File: config.mk
export PLATFORM = sky130hd
export DESIGN_NAME = tgc_regbank
export DESIGN_NICKNAME = d
export VERILOG_FILES = /design/src/verilog/tgc_pkg.sv /design/src/verilog/tgc_step_mem.sv /design/src/verilog/tgc_regbank.sv
export SDC_FILE = /design/constraint.sdc
export NUM_CORES = 2
export LEC_CHECK = 0
export BUFFER_PORTS_ARGS = -buffer_cell sky130_fd_sc_hd__buf_2
export CAP_MARGIN = 20
export CORE_MARGIN = 4
export CORE_UTILIZATION = 50
export CTS_CLUSTER_DIAMETER = 60
export CTS_CLUSTER_SIZE = 14
export DETAILED_ROUTE_END_ITERATION = 10
export PLACE_DENSITY_LB_ADDON = 0.15
export SETUP_SLACK_MARGIN = 0.5
export SYNTH_ARGS = -nofsm -noshare
export SYNTH_HDL_FRONTEND = slang
export SYNTH_SLANG_ARGS = --single-unit
File: constraint.sdc
create_clock -name clk_sys_i -period 4.2 [get_ports clk_sys_i]
set_input_delay 0.21 -clock clk_sys_i [delete_from_list [all_inputs] [get_ports clk_sys_i]]
set_output_delay 0.21 -clock clk_sys_i [all_outputs]
set_load 0.05 [all_outputs]
File: src/verilog/tgc_pkg.sv
package tgc_pkg;

    // Register indices; byte address is four times the index
    localparam logic [7:0] TGC_IDX_WORD_ZERO = 8'h01;
    localparam logic [7:0] TGC_IDX_WORD_LAST = 8'hA0;
    localparam logic [7:0] TGC_IDX_P1_INDEX = 8'hA8;
    localparam logic [7:0] TGC_IDX_P1_START_TIME = 8'hA9;
    localparam logic [7:0] TGC_IDX_P1_HOLD_TIME = 8'hAA;
    localparam logic [7:0] TGC_IDX_P2_GAIN = 8'hAB;
    localparam logic [7:0] TGC_IDX_P2_STEPS = 8'hAC;
    localparam logic [7:0] TGC_IDX_P2_INDEX = 8'hAD;
    localparam logic [7:0] TGC_IDX_P2_START_TIME = 8'hAE;
    localparam logic [7:0] TGC_IDX_P2_HOLD_TIME = 8'hAF;
    localparam logic [7:0] TGC_IDX_P3_GAIN = 8'hB0;
    localparam logic [7:0] TGC_IDX_P3_STEPS = 8'hB1;
    localparam logic [7:0] TGC_IDX_P3_INDEX = 8'hB2;
    localparam logic [7:0] TGC_IDX_P3_START_TIME = 8'hB3;
    localparam logic [7:0] TGC_IDX_P3_HOLD_TIME = 8'hB4;
    localparam logic [7:0] TGC_IDX_MANUAL = 8'hB5;
    localparam logic [7:0] TGC_IDX_MODE = 8'hB6;
    localparam logic [7:0] TGC_IDX_WAIT = 8'hB7;
    localparam logic [7:0] TGC_IDX_ATTEN_A = 8'hB9;
    localparam logic [7:0] TGC_IDX_ATTEN_B = 8'hBA;
    // Control register holding the write enable
    localparam logic [7:0] TGC_IDX_CTRL = 8'hC0;
    localparam int TGC_CTRL_WREN_BIT = 0;

    localparam int TGC_MEM_DEPTH = 160;
    localparam int TGC_PARAM_COUNT = 19;
    localparam int TGC_WORD_W = 16;
    localparam int TGC_ADDR_W = 10;

    localparam logic [15:0] TGC_PARAM_RESET = 16'h0000;
    localparam logic [31:0] TGC_UNMAPPED_DATA = 32'h0000_0000;

    typedef struct packed {
        logic cyc;
        logic stb;
        logic we;
        logic [3:0] sel;
        logic [TGC_ADDR_W-1:0] adr;
        logic [31:0] dat;
    } tgc_wb_req_type;

    typedef struct packed {
        logic ack;
        logic [31:0] dat;
    } tgc_wb_rsp_type;

    typedef enum logic [1:0] {
        TGC_REG_NONE = 2'b00,
        TGC_REG_MEM = 2'b01,
        TGC_REG_PARAM = 2'b10,
        TGC_REG_CTRL = 2'b11
    } tgc_region_type;

    function automatic logic [7:0] tgc_index(input logic [TGC_ADDR_W-1:0] adr);
        return adr[TGC_ADDR_W-1:2];
    endfunction

    // Parameter slot 0..17 for indices A8..B7, B9, BA; 5'h1F when none
    function automatic logic [4:0] tgc_param_slot(input logic [7:0] idx);
        logic [4:0] slot;
        slot = 5'h1F;
        if (idx >= TGC_IDX_P1_INDEX && idx <= TGC_IDX_WAIT) begin
            slot = 5'(idx - TGC_IDX_P1_INDEX);
        end else if (idx == TGC_IDX_ATTEN_A || idx == TGC_IDX_ATTEN_B) begin
            slot = 5'(idx - TGC_IDX_P1_INDEX - 8'h01);
        end
        return slot;
    endfunction

endpackage

File: src/verilog/tgc_step_mem.sv
`timescale 1ns/1ns
module tgc_step_mem
    import tgc_pkg::*;
(
    // Clock
    input wire logic clk_sys_i,
    // Write port
    input wire logic wr_en_i,
    input wire logic [7:0] wr_addr_i,
    input wire logic [TGC_WORD_W-1:0] wr_data_i,
    input wire logic [1:0] wr_lane_i,
    // Read port
    input wire logic [7:0] rd_addr_i,
    output logic [TGC_WORD_W-1:0] rd_data_o
);
    import tgc_pkg::*;

    // No reset on purpose: contents survive any reset
    logic [TGC_WORD_W-1:0] words_ff [TGC_MEM_DEPTH];

    always_ff @(posedge clk_sys_i) begin
        if (wr_en_i && wr_lane_i[0]) begin
            words_ff[wr_addr_i][7:0] <= wr_data_i[7:0];
        end
        if (wr_en_i && wr_lane_i[1]) begin
            words_ff[wr_addr_i][15:8] <= wr_data_i[15:8];
        end
    end

    assign rd_data_o = words_ff[rd_addr_i];

endmodule

File: src/verilog/tgc_regbank.sv
// Implementation choice: register access over Wishbone.
`timescale 1ns/1ns
module tgc_regbank
    import tgc_pkg::*;
(
    // Clock and reset
    input wire logic clk_sys_i,
    input wire logic rst_b_i,
    // Wishbone slave
    input wire tgc_pkg::tgc_wb_req_type wb_req_i,
    output tgc_pkg::tgc_wb_rsp_type wb_rsp_o,
    // Gain engine side
    input wire logic [7:0] step_rd_addr_i,
    output logic [TGC_WORD_W-1:0] step_rd_data_o,
    output logic [TGC_PARAM_COUNT*TGC_WORD_W-1:0] params_o,
    output logic map_wr_enable_o
);
    import tgc_pkg::*;

    logic ack_ff;
    logic [31:0] rdata_ff;
    logic wren_ff;
    logic [TGC_WORD_W-1:0] param_ff [TGC_PARAM_COUNT];

    wire logic [7:0] idx = tgc_index(wb_req_i.adr);
    wire logic [4:0] slot = tgc_param_slot(idx);
    wire logic req = wb_req_i.cyc && wb_req_i.stb && !ack_ff;
    wire logic wr = req && wb_req_i.we;
    wire logic [1:0] lanes = wb_req_i.sel[1:0];

    tgc_region_type region;
    assign region = (idx >= TGC_IDX_WORD_ZERO && idx <= TGC_IDX_WORD_LAST) ? TGC_REG_MEM :
                    (slot != 5'h1F) ? TGC_REG_PARAM :
                    (idx == TGC_IDX_CTRL) ? TGC_REG_CTRL : TGC_REG_NONE;

    // Control bit is never gated, else the map could never be unlocked
    wire logic map_wr = wr && wren_ff;
    wire logic mem_wr = map_wr && region == TGC_REG_MEM;
    wire logic par_wr = map_wr && region == TGC_REG_PARAM;
    wire logic ctl_wr = wr && region == TGC_REG_CTRL && wb_req_i.sel[0];
    wire logic [7:0] mem_addr = 8'(idx - TGC_IDX_WORD_ZERO);
    wire logic [7:0] rd_mux_addr = req ? mem_addr : step_rd_addr_i;

    logic [TGC_WORD_W-1:0] mem_rdata;

    tgc_step_mem u_mem (
        .clk_sys_i(clk_sys_i),
        .wr_en_i(mem_wr),
        .wr_addr_i(mem_addr),
        .wr_data_i(wb_req_i.dat[15:0]),
        .wr_lane_i(lanes),
        .rd_addr_i(rd_mux_addr),
        .rd_data_o(mem_rdata)
    );

    wire logic [31:0] rd_value =
        (region == TGC_REG_MEM) ? {16'h0000, mem_rdata} :
        (region == TGC_REG_PARAM) ? {16'h0000, param_ff[slot]} :
        (region == TGC_REG_CTRL) ? {31'h0000_0000, wren_ff} : TGC_UNMAPPED_DATA;

    always_ff @(posedge clk_sys_i or negedge rst_b_i) begin
        if (!rst_b_i) begin
            ack_ff <= 1'b0;
            rdata_ff <= 32'h0000_0000;
            wren_ff <= 1'b0;
        end else begin
            ack_ff <= req;
            rdata_ff <= req ? rd_value : rdata_ff;
            if (ctl_wr) begin
                wren_ff <= wb_req_i.dat[TGC_CTRL_WREN_BIT];
            end
        end
    end

    always_ff @(posedge clk_sys_i or negedge rst_b_i) begin
        if (!rst_b_i) begin
            for (int i = 0; i < TGC_PARAM_COUNT; i++) begin
                param_ff[i] <= TGC_PARAM_RESET;
            end
        end else if (par_wr) begin
            if (lanes[0]) begin
                param_ff[slot][7:0] <= wb_req_i.dat[7:0];
            end
            if (lanes[1]) begin
                param_ff[slot][15:8] <= wb_req_i.dat[15:8];
            end
        end
    end

    // Engine read port loses the memory for the single cycle of a bus access
    assign step_rd_data_o = mem_rdata;
    assign map_wr_enable_o = wren_ff;
    assign wb_rsp_o.ack = ack_ff;
    assign wb_rsp_o.dat = rdata_ff;

    genvar g;
    generate
        for (g = 0; g < TGC_PARAM_COUNT; g++) begin : g_par
            assign params_o[g*TGC_WORD_W +: TGC_WORD_W] = param_ff[g];
        end
    endgenerate

    // Tracks whether word zero holds a written value; no reset, like the word itself
    logic word0_known_ff;

    always_ff @(posedge clk_sys_i) begin
        word0_known_ff <= word0_known_ff | (mem_wr && mem_addr == 8'h00 && lanes == 2'b11);
    end
endmodule

# Word-level counts from Yosys, hierarchy flattened
# Memories as Yosys holds them, arrays and structs flattened.
# Index checks and enable logic that the tools add are counted.
dict set report op_classes {
  n_eq_ne 7
  muxes 25
  reduce_logical 15
  n_lt_le_gt_ge 6
  n_bitwise 1
  addsub 3
}
# operator count
set op_table {}
lappend op_table {{304-bit two-way mux} 3}
lappend op_table {{304-bit bitwise mux} 2}
lappend op_table {{16-bit demux with 5-bit select} 2}
lappend op_table {{16-bit binary-select mux with 5-bit select} 1}
lappend op_table {{16-bit two-way mux} 5}
lappend op_table {{8-bit equality test, second input constant} 3}
lappend op_table {{8-bit <= comparator, second input constant} 2}
lappend op_table {{8-bit two-way mux} 2}
lappend op_table {{1-bit logical AND} 13}
lappend op_table {{5-bit two-way mux} 2}
lappend op_table {{8-bit by 1-bit >= comparator with 1-bit output, second input constant} 1}
lappend op_table {{8-bit >= comparator, second input constant} 1}
lappend op_table {{8-bit by 1-bit subtractor with 8-bit output, second input constant} 1}
lappend op_table {{6-bit >= comparator, second input constant} 1}
lappend op_table {{6-bit by 1-bit less-than comparator with 1-bit output, second input constant} 1}
lappend op_table {{2-bit two-way mux} 3}
lappend op_table {{5-bit inverter with 6-bit output} 1}
lappend op_table {{1-bit two-way mux} 5}
lappend op_table {{5-bit != test, second input constant} 1}
lappend op_table {{5-bit by 1-bit subtractor with 5-bit output, second input constant} 1}
lappend op_table {{5-bit by 4-bit subtractor with 5-bit output, second input constant} 1}
lappend op_table {{2-bit equality test, second input constant} 2}
lappend op_table {{2-bit by 1-bit equality test with 1-bit output, second input constant} 1}
lappend op_table {{1-bit logical NOT} 1}
lappend op_table {{1-bit logical OR} 1}
dict set report totals {
  ramBits 2560
  reg_bits 338
  out_inout_bits 354
  memories 1
  wordCells 80
}
# memory words width read_ports rd_ports_with_merged_regs wr line
set mem_list {}
lappend mem_list {u_mem.words_ff 160 16 1 0 1 tgc_step_mem.sv:19} ;# logic [TGC_WORD_W-1:0] words_ff [TGC_MEM_DEPTH];

# Depth between registers and ports, before layout
dict set report depth {
  word_depth 14
  mapped_depth 18
}

# Cells and area by module
# Synthesis repeated with hierarchy kept, for this count alone.
dict set report hier_totals {
  hier_cells 5592
  hier_area_um2 114051.9
}
# mod area_per_inst_um2 cells_each instances
set modules_own_cells {}
lappend modules_own_cells {tgc_step_mem 99331.5 4409 1}
lappend modules_own_cells {tgc_regbank 14720.4 1183 1}

# Worst setup path before layout
# No wires, ideal clock.
dict set report synth_path {
  path_type {in2reg}
  startpoint {input port wb_req_i[34] (netlist name)}
  endpoint {register rdata_ff[15]}
  slack_ps 199
  n_path_buf 6
  arrival_time_ps 3929
  path_stages 17
  cell_sequence {buf_4 inv_1 ha_1 nand4bb_1 buf_2 o21ai_2 buf_6 buf_4 buf_2 clkbuf_1 nand2_1 a21oi_1 o21ai_0 nand3_1 nand4_1 nor3_1 a221o_1}
}
# element line
set synth_rtl {}
lappend synth_rtl {{start: declaration} tgc_regbank.sv:10} ;# input wire tgc_pkg::tgc_wb_req_type wb_req_i,
lappend synth_rtl {{8-bit by 1-bit subtractor with 8-bit output} tgc_regbank.sv:41} ;# wire logic [7:0] mem_addr = 8'(idx - TGC_IDX_WORD_ZERO);
lappend synth_rtl {{8-bit two-way mux} tgc_regbank.sv:42} ;# wire logic [7:0] rd_mux_addr = req ? mem_addr : step_rd_addr_i;
lappend synth_rtl {{memory read 160 x 16 bit} -}
lappend synth_rtl {{via step_rd_data_o[15]} tgc_regbank.sv:14} ;# output logic [TGC_WORD_W-1:0] step_rd_data_o,
lappend synth_rtl {{16-bit two-way mux} tgc_regbank.sv:57} ;# (region == TGC_REG_MEM) ? {16'h0000, mem_rdata} :
lappend synth_rtl {{end signal: assignment} tgc_regbank.sv:68} ;# rdata_ff <= req ? rd_value : rdata_ff;
lappend synth_rtl {{end: declaration} tgc_regbank.sv:21} ;# logic [31:0] rdata_ff;
# The timed path passes the listed nets, and every way through them passes these cells. The select of a mux whose other input is x is not followed.
# A chain may end at the register's enable or synchronous reset.

# Worst setup path in the final report
dict set report layout_path {
  startpoint {register ack_ff}
  endpoint {output port step_rd_data_o[9]}
}
dict set report layout_via {
  elab_chain_cells 4
}
# element line
set layout_lines {}
lappend layout_lines {{start: declaration} tgc_regbank.sv:20} ;# logic ack_ff;
lappend layout_lines {{start signal: assignment} tgc_regbank.sv:67} ;# ack_ff <= req;
lappend layout_lines {{1-bit logical NOT} tgc_regbank.sv:27} ;# wire logic req = wb_req_i.cyc && wb_req_i.stb && !ack_ff;
lappend layout_lines {{1-bit logical AND} tgc_regbank.sv:27}
lappend layout_lines {{8-bit two-way mux} tgc_regbank.sv:42}
lappend layout_lines {{memory read 160 x 16 bit} -}
lappend layout_lines {{end: declaration} tgc_regbank.sv:14}
# Every way passes these cells.

==> summary.txt <==
Worst setup path
  – Crit-path max FO: 15
  – Critical path required time: 3.99 ns
  – Critical Path Source Type: register
  – Reg2Reg Depth: 17
  – Data arrival, critical path: 4.52 ns
  – Critical Path Max Stage Delay: 0.57 ns
  – Worst path cell trace: nand3b_4 -> clkinv_4 -> buf_12 -> o21ai_4 -> buf_12 -> buf_16 -> buf_4 -> buf_6 -> a221oi_2 -> o21ai_1 -> nand4_1 -> nand4_1 -> a2111oi_4 -> buf_4 -> a2111oi_4 -> clkbuf_16 -> buf_12
  – Most used cell, CP: sky130_fd_sc_hd__buf_12
  – Worst R2R Setup Slack: about 0.30 ns
  – Worst reg2reg path startpoint: ack_ff
  – Capture point of the worst reg-to-reg path: rdata_ff[9]
  – Buffers plus inverters on the worst setup path: 9
  – Category of the worst setup path capture point: primary output
  – Slowest stage cell, crit path: sky130_fd_sc_hd__a2111oi_4
  – Largest delay contributor family on the critical path: buffers and inverters
  – Critical setup path kind: register to primary output

Power
  – Power density over the cells: 420 mW/mm^2
  – IR drop worst, VDD: 0.407 mV
  – Leakage power figure: about 52 nW

Drt
  – Violation count after the first detailed-route iteration: between 10,000 and 15,000
  – Routed WL per cell: 31.3 um
  – ANT nets after route: 0
  – Via density per instance: around 6.3
  – DRT Pass-1 Iters: 9
  – Routed Wire Length: 411,000 um
  – Count of vias placed by the detailed router: 83,248
  – Post-detailed-route DRC marker count: 0

Global routing
  – Largest net degree at the start of global routing: 134
  – Global router's overall resource usage: 32.4%
  – Vias in the first global route: 77,419
  – Wire length of the first global-routing pass: 570,000 um
  – Antenna violations before repair: 21
  – Residual overflow from global routing: 0

Yosys
  – Most common cell in the synthesized netlist: sky130_fd_sc_hd__edfxtp_1
  – Number of distinct library cell variants in the gate-level netlist after synthesis: around 100
  – Top cells by area, synth: sky130_fd_sc_hd__edfxtp_1, sky130_fd_sc_hd__dfrtp_1, sky130_fd_sc_hd__nand2_1
  – Area of the mapped netlist: 0.117 mm^2
  – Gate count of the mapped netlist: around 8,800
  – Dominant synthesized flop cell: sky130_fd_sc_hd__edfxtp_1
  – Synth warnings: 0
  – Share of the synthesized area in the top cell type: 65.6%
  – Cell accounting for the most synthesized area: sky130_fd_sc_hd__edfxtp_1
  – Leading cell types by count after synthesis: sky130_fd_sc_hd__edfxtp_1, sky130_fd_sc_hd__nand2_1, sky130_fd_sc_hd__nand3_1, sky130_fd_sc_hd__a21oi_1, sky130_fd_sc_hd__nor2_1
  – Fraction of registers with async set or reset after synthesis: 11.2%
  – Count of flip-flops with a built-in enable after synthesis: 2,560
  – Share of the yosys chip area belonging to registers: 72.5%
  – Number of register bits inferred by synthesis: 2,882
  – Mean instance size in the synthesized netlist: 13.3 um^2

Timing
  – Post-route clock period utilization: 113%
  – Slew at the pin closest to its max-slew limit: 1.11 ns
  – Final max-slew violation count: 0
  – Unrepaired setup endpoints after global routing: true
  – Setup Skew: 0.0413 ns
  – Maximum clock frequency: 212 MHz
  – Hold Violations, Final: 0
  – Final min period: around 4.7 ns
  – Final-report setup violation count: 16
  – Final setup slack of the worst path: -0.528 ns
  – Slew HR: 26.1%

Floorplanning
  – CORE AREA: ~0.23 mm^2
  – Vertical die dimension: 492 um
  – Initial core utilization: 50.3%
  – Total I/O pin count: 413
  – Row cnt: 177
  – Horiz. Die Dim: 492 um
  – Floorplan die area: ~0.24 mm^2

Job
  – Number of maximum-capacitance violations: 0

Layout
  – Post-route non-filler standard cell count: approximately 13,000
  – Number of nets in the layout: between 9,000 and 10,000
  – Share of layout cells above drive strength 1: 25.1%
  – # fillers: 17,696
  – Area growth from synthesis to layout: 20.6%
  – Finished Core Util: 60.7%

Place
  – Port Buffer Count: 376
  – Number of instances in the placed design: 12,563
  – Post-DP HPWL: 260,000 um
  – Gpl congestion: 0.966
  – Placement Setup Slack: -0.662 ns

CTS
  – CTS max path bufs: 3
  – Number of buffers created by CTS: 231
  – Root buffer selected by CTS: sky130_fd_sc_hd__clkbuf_16
  – Sinks on Clock Net: roughly 2,900
  – Clock Pin Slew Worst Setup and Hold Paths: 0.07 ns
  – TritonCTS clock tree: done
  – H-Tree Level Count: 4
  – Clock latency of the later-clocked register in the worst-skew pair: 0.90 ns

Hold path
  – Hold Path Stages: 4
  – Destination of the worst hold path: map_wr_enable_o
  – Tightest Hold Check Type: input port to register
  – Critical hold path startpoint: wb_req_i[42]

Outcome
  – Failing checks: setup timing
  – Result of the run: complete, but fails checks
==> final cells by class <==
type / count / area, um^2 / share of cell area, %
tap: 3132 / 3920 / 2.78
multi-input combinational: 5273 / 31400 / 22.2
timing repair buffer: 1500 / 14400 / 10.2
clock buffer: 285 / 6060 / 4.29
clock inverter: 29 / 384 / 0.272
antenna: 9 / 22.5 / 0.0160
inverter: 15 / 61.3 / 0.0434
sequential: 2882 / 84900 / 60.2
==> what timing repair did <==
item / CTS / global route
setup buffers: 62 / 102
gates cloned: 18 / 36
endpoints found under the setup margin: 104 / 175
pin swaps: 73 / 152
endpoints found under the hold margin: 1414 / 0
hold buffers: 21 / 0
gates resized for setup: 243 / 360
==> tightest hold or removal path: stages <==
cell                            delay (ns)
sky130_fd_sc_hd__buf_2                0.12
sky130_fd_sc_hd__nand4_1              0.07
sky130_fd_sc_hd__dlygate4sd3_1        0.55
sky130_fd_sc_hd__mux2_2               0.15
==> report_power, final <==
group	internal [mW]	leakage (nW)	total, mW	switching (mW)
combinational	2.78	21.1	7.96	5.18
sequential	31.2	27.5	31.3	0.0338
clock	10.1	3.12	20.1	10.0
total	44.1	51.7	59.4	15.2
==> flip-flops by register name (all words and copies together), names as in the netlist <==
name and count:
u_mem.words_ff 2560, ack_ff 1, map_wr_enable_o 1, rdata_ff 16
params_o 304
==> cell families (layout without fill, tap and decap cells) <==
logic type                 Yosys count  after routing  synth area share [%]
AOI/OAI and AO/OA                 1252           1252                  7.19
xor gates and xnor gates             8              8                0.0662
adders and majority gates            7              7                0.0748
buffers and inverters              656           1829                  2.74
DFF                               2882           2882                  72.5
muxes                              476            476                  4.40
other                                1             25               0.00320
and+or+nand+nor                   3514           3514                  13.0
==> metal layers <==
layer	wire length (um)	global-route usage (%)
met1	158000	45.8
met4	19800	12.8
met2	183000	48.6
met3	50500	7.93
met5	107	0
==> placed cells by master, fill, tap and decap left out, types with 44 or more instances in the layout <==
master | synthesis | routed
sky130_fd_sc_hd__nand3_1 | 773 | 723
sky130_fd_sc_hd__o21ai_0 | 80 | 72
sky130_fd_sc_hd__a22oi_1 | 129 | 100
sky130_fd_sc_hd__buf_2 | 340 | 344
sky130_fd_sc_hd__clkbuf_16 | 0 | 269
sky130_fd_sc_hd__nand2_2 | 17 | 49
sky130_fd_sc_hd__nand4_1 | 140 | 140
sky130_fd_sc_hd__a21oi_1 | 436 | 387
sky130_fd_sc_hd__a31oi_1 | 101 | 81
sky130_fd_sc_hd__buf_6 | 8 | 80
sky130_fd_sc_hd__buf_4 | 67 | 802
sky130_fd_sc_hd__dfrtp_1 | 322 | 322
sky130_fd_sc_hd__nor2_1 | 387 | 367
sky130_fd_sc_hd__clkbuf_1 | 177 | 49
sky130_fd_sc_hd__mux2i_1 | 169 | 155
sky130_fd_sc_hd__edfxtp_1 | 2560 | 2560
sky130_fd_sc_hd__and3_1 | 46 | 45
sky130_fd_sc_hd__a32oi_1 | 130 | 108
sky130_fd_sc_hd__nand3_2 | 3 | 50
sky130_fd_sc_hd__mux2_2 | 305 | 305
sky130_fd_sc_hd__buf_16 | 0 | 44
sky130_fd_sc_hd__o22ai_1 | 131 | 129
sky130_fd_sc_hd__buf_12 | 0 | 142
sky130_fd_sc_hd__nand2_1 | 1965 | 1931
==> worst max-delay path by stage <==
stage / slack [ns] / cells after the start / start / end
after global routing: -0.54 / 17 / ack_ff / step_rd_data_o[9]
final: -0.53 / 17 / ack_ff / step_rd_data_o[9]
after CTS: -0.49 / 20 / ack_ff / step_rd_data_o[1]
after global placement: -0.98 / 18 / wb_req_i[34] / rdata_ff[8]
after floorplan: 0.62 / 17 / wb_req_i[34] / rdata_ff[2]
after detailed placement: -0.66 / 15 / wb_req_i[34] / step_rd_data_o[9]
==> per-stage QoR <==
step	setup TNS [ns]	area, um^2	total power, mW	hold slack [ns]
floorplan	0	117000	34.9	-0.0856
global placement	-15.57	129000	38.3	0.239
detailed placement	-12.24	129000	38.4	0.243
CTS	-6.64	138000	58.6	0.183
global route	-7.29	141000	60.8	0.227
finish	-6.53	141000	59.4	0.241
Note: power is estimated with default switching activity, not from simulation.
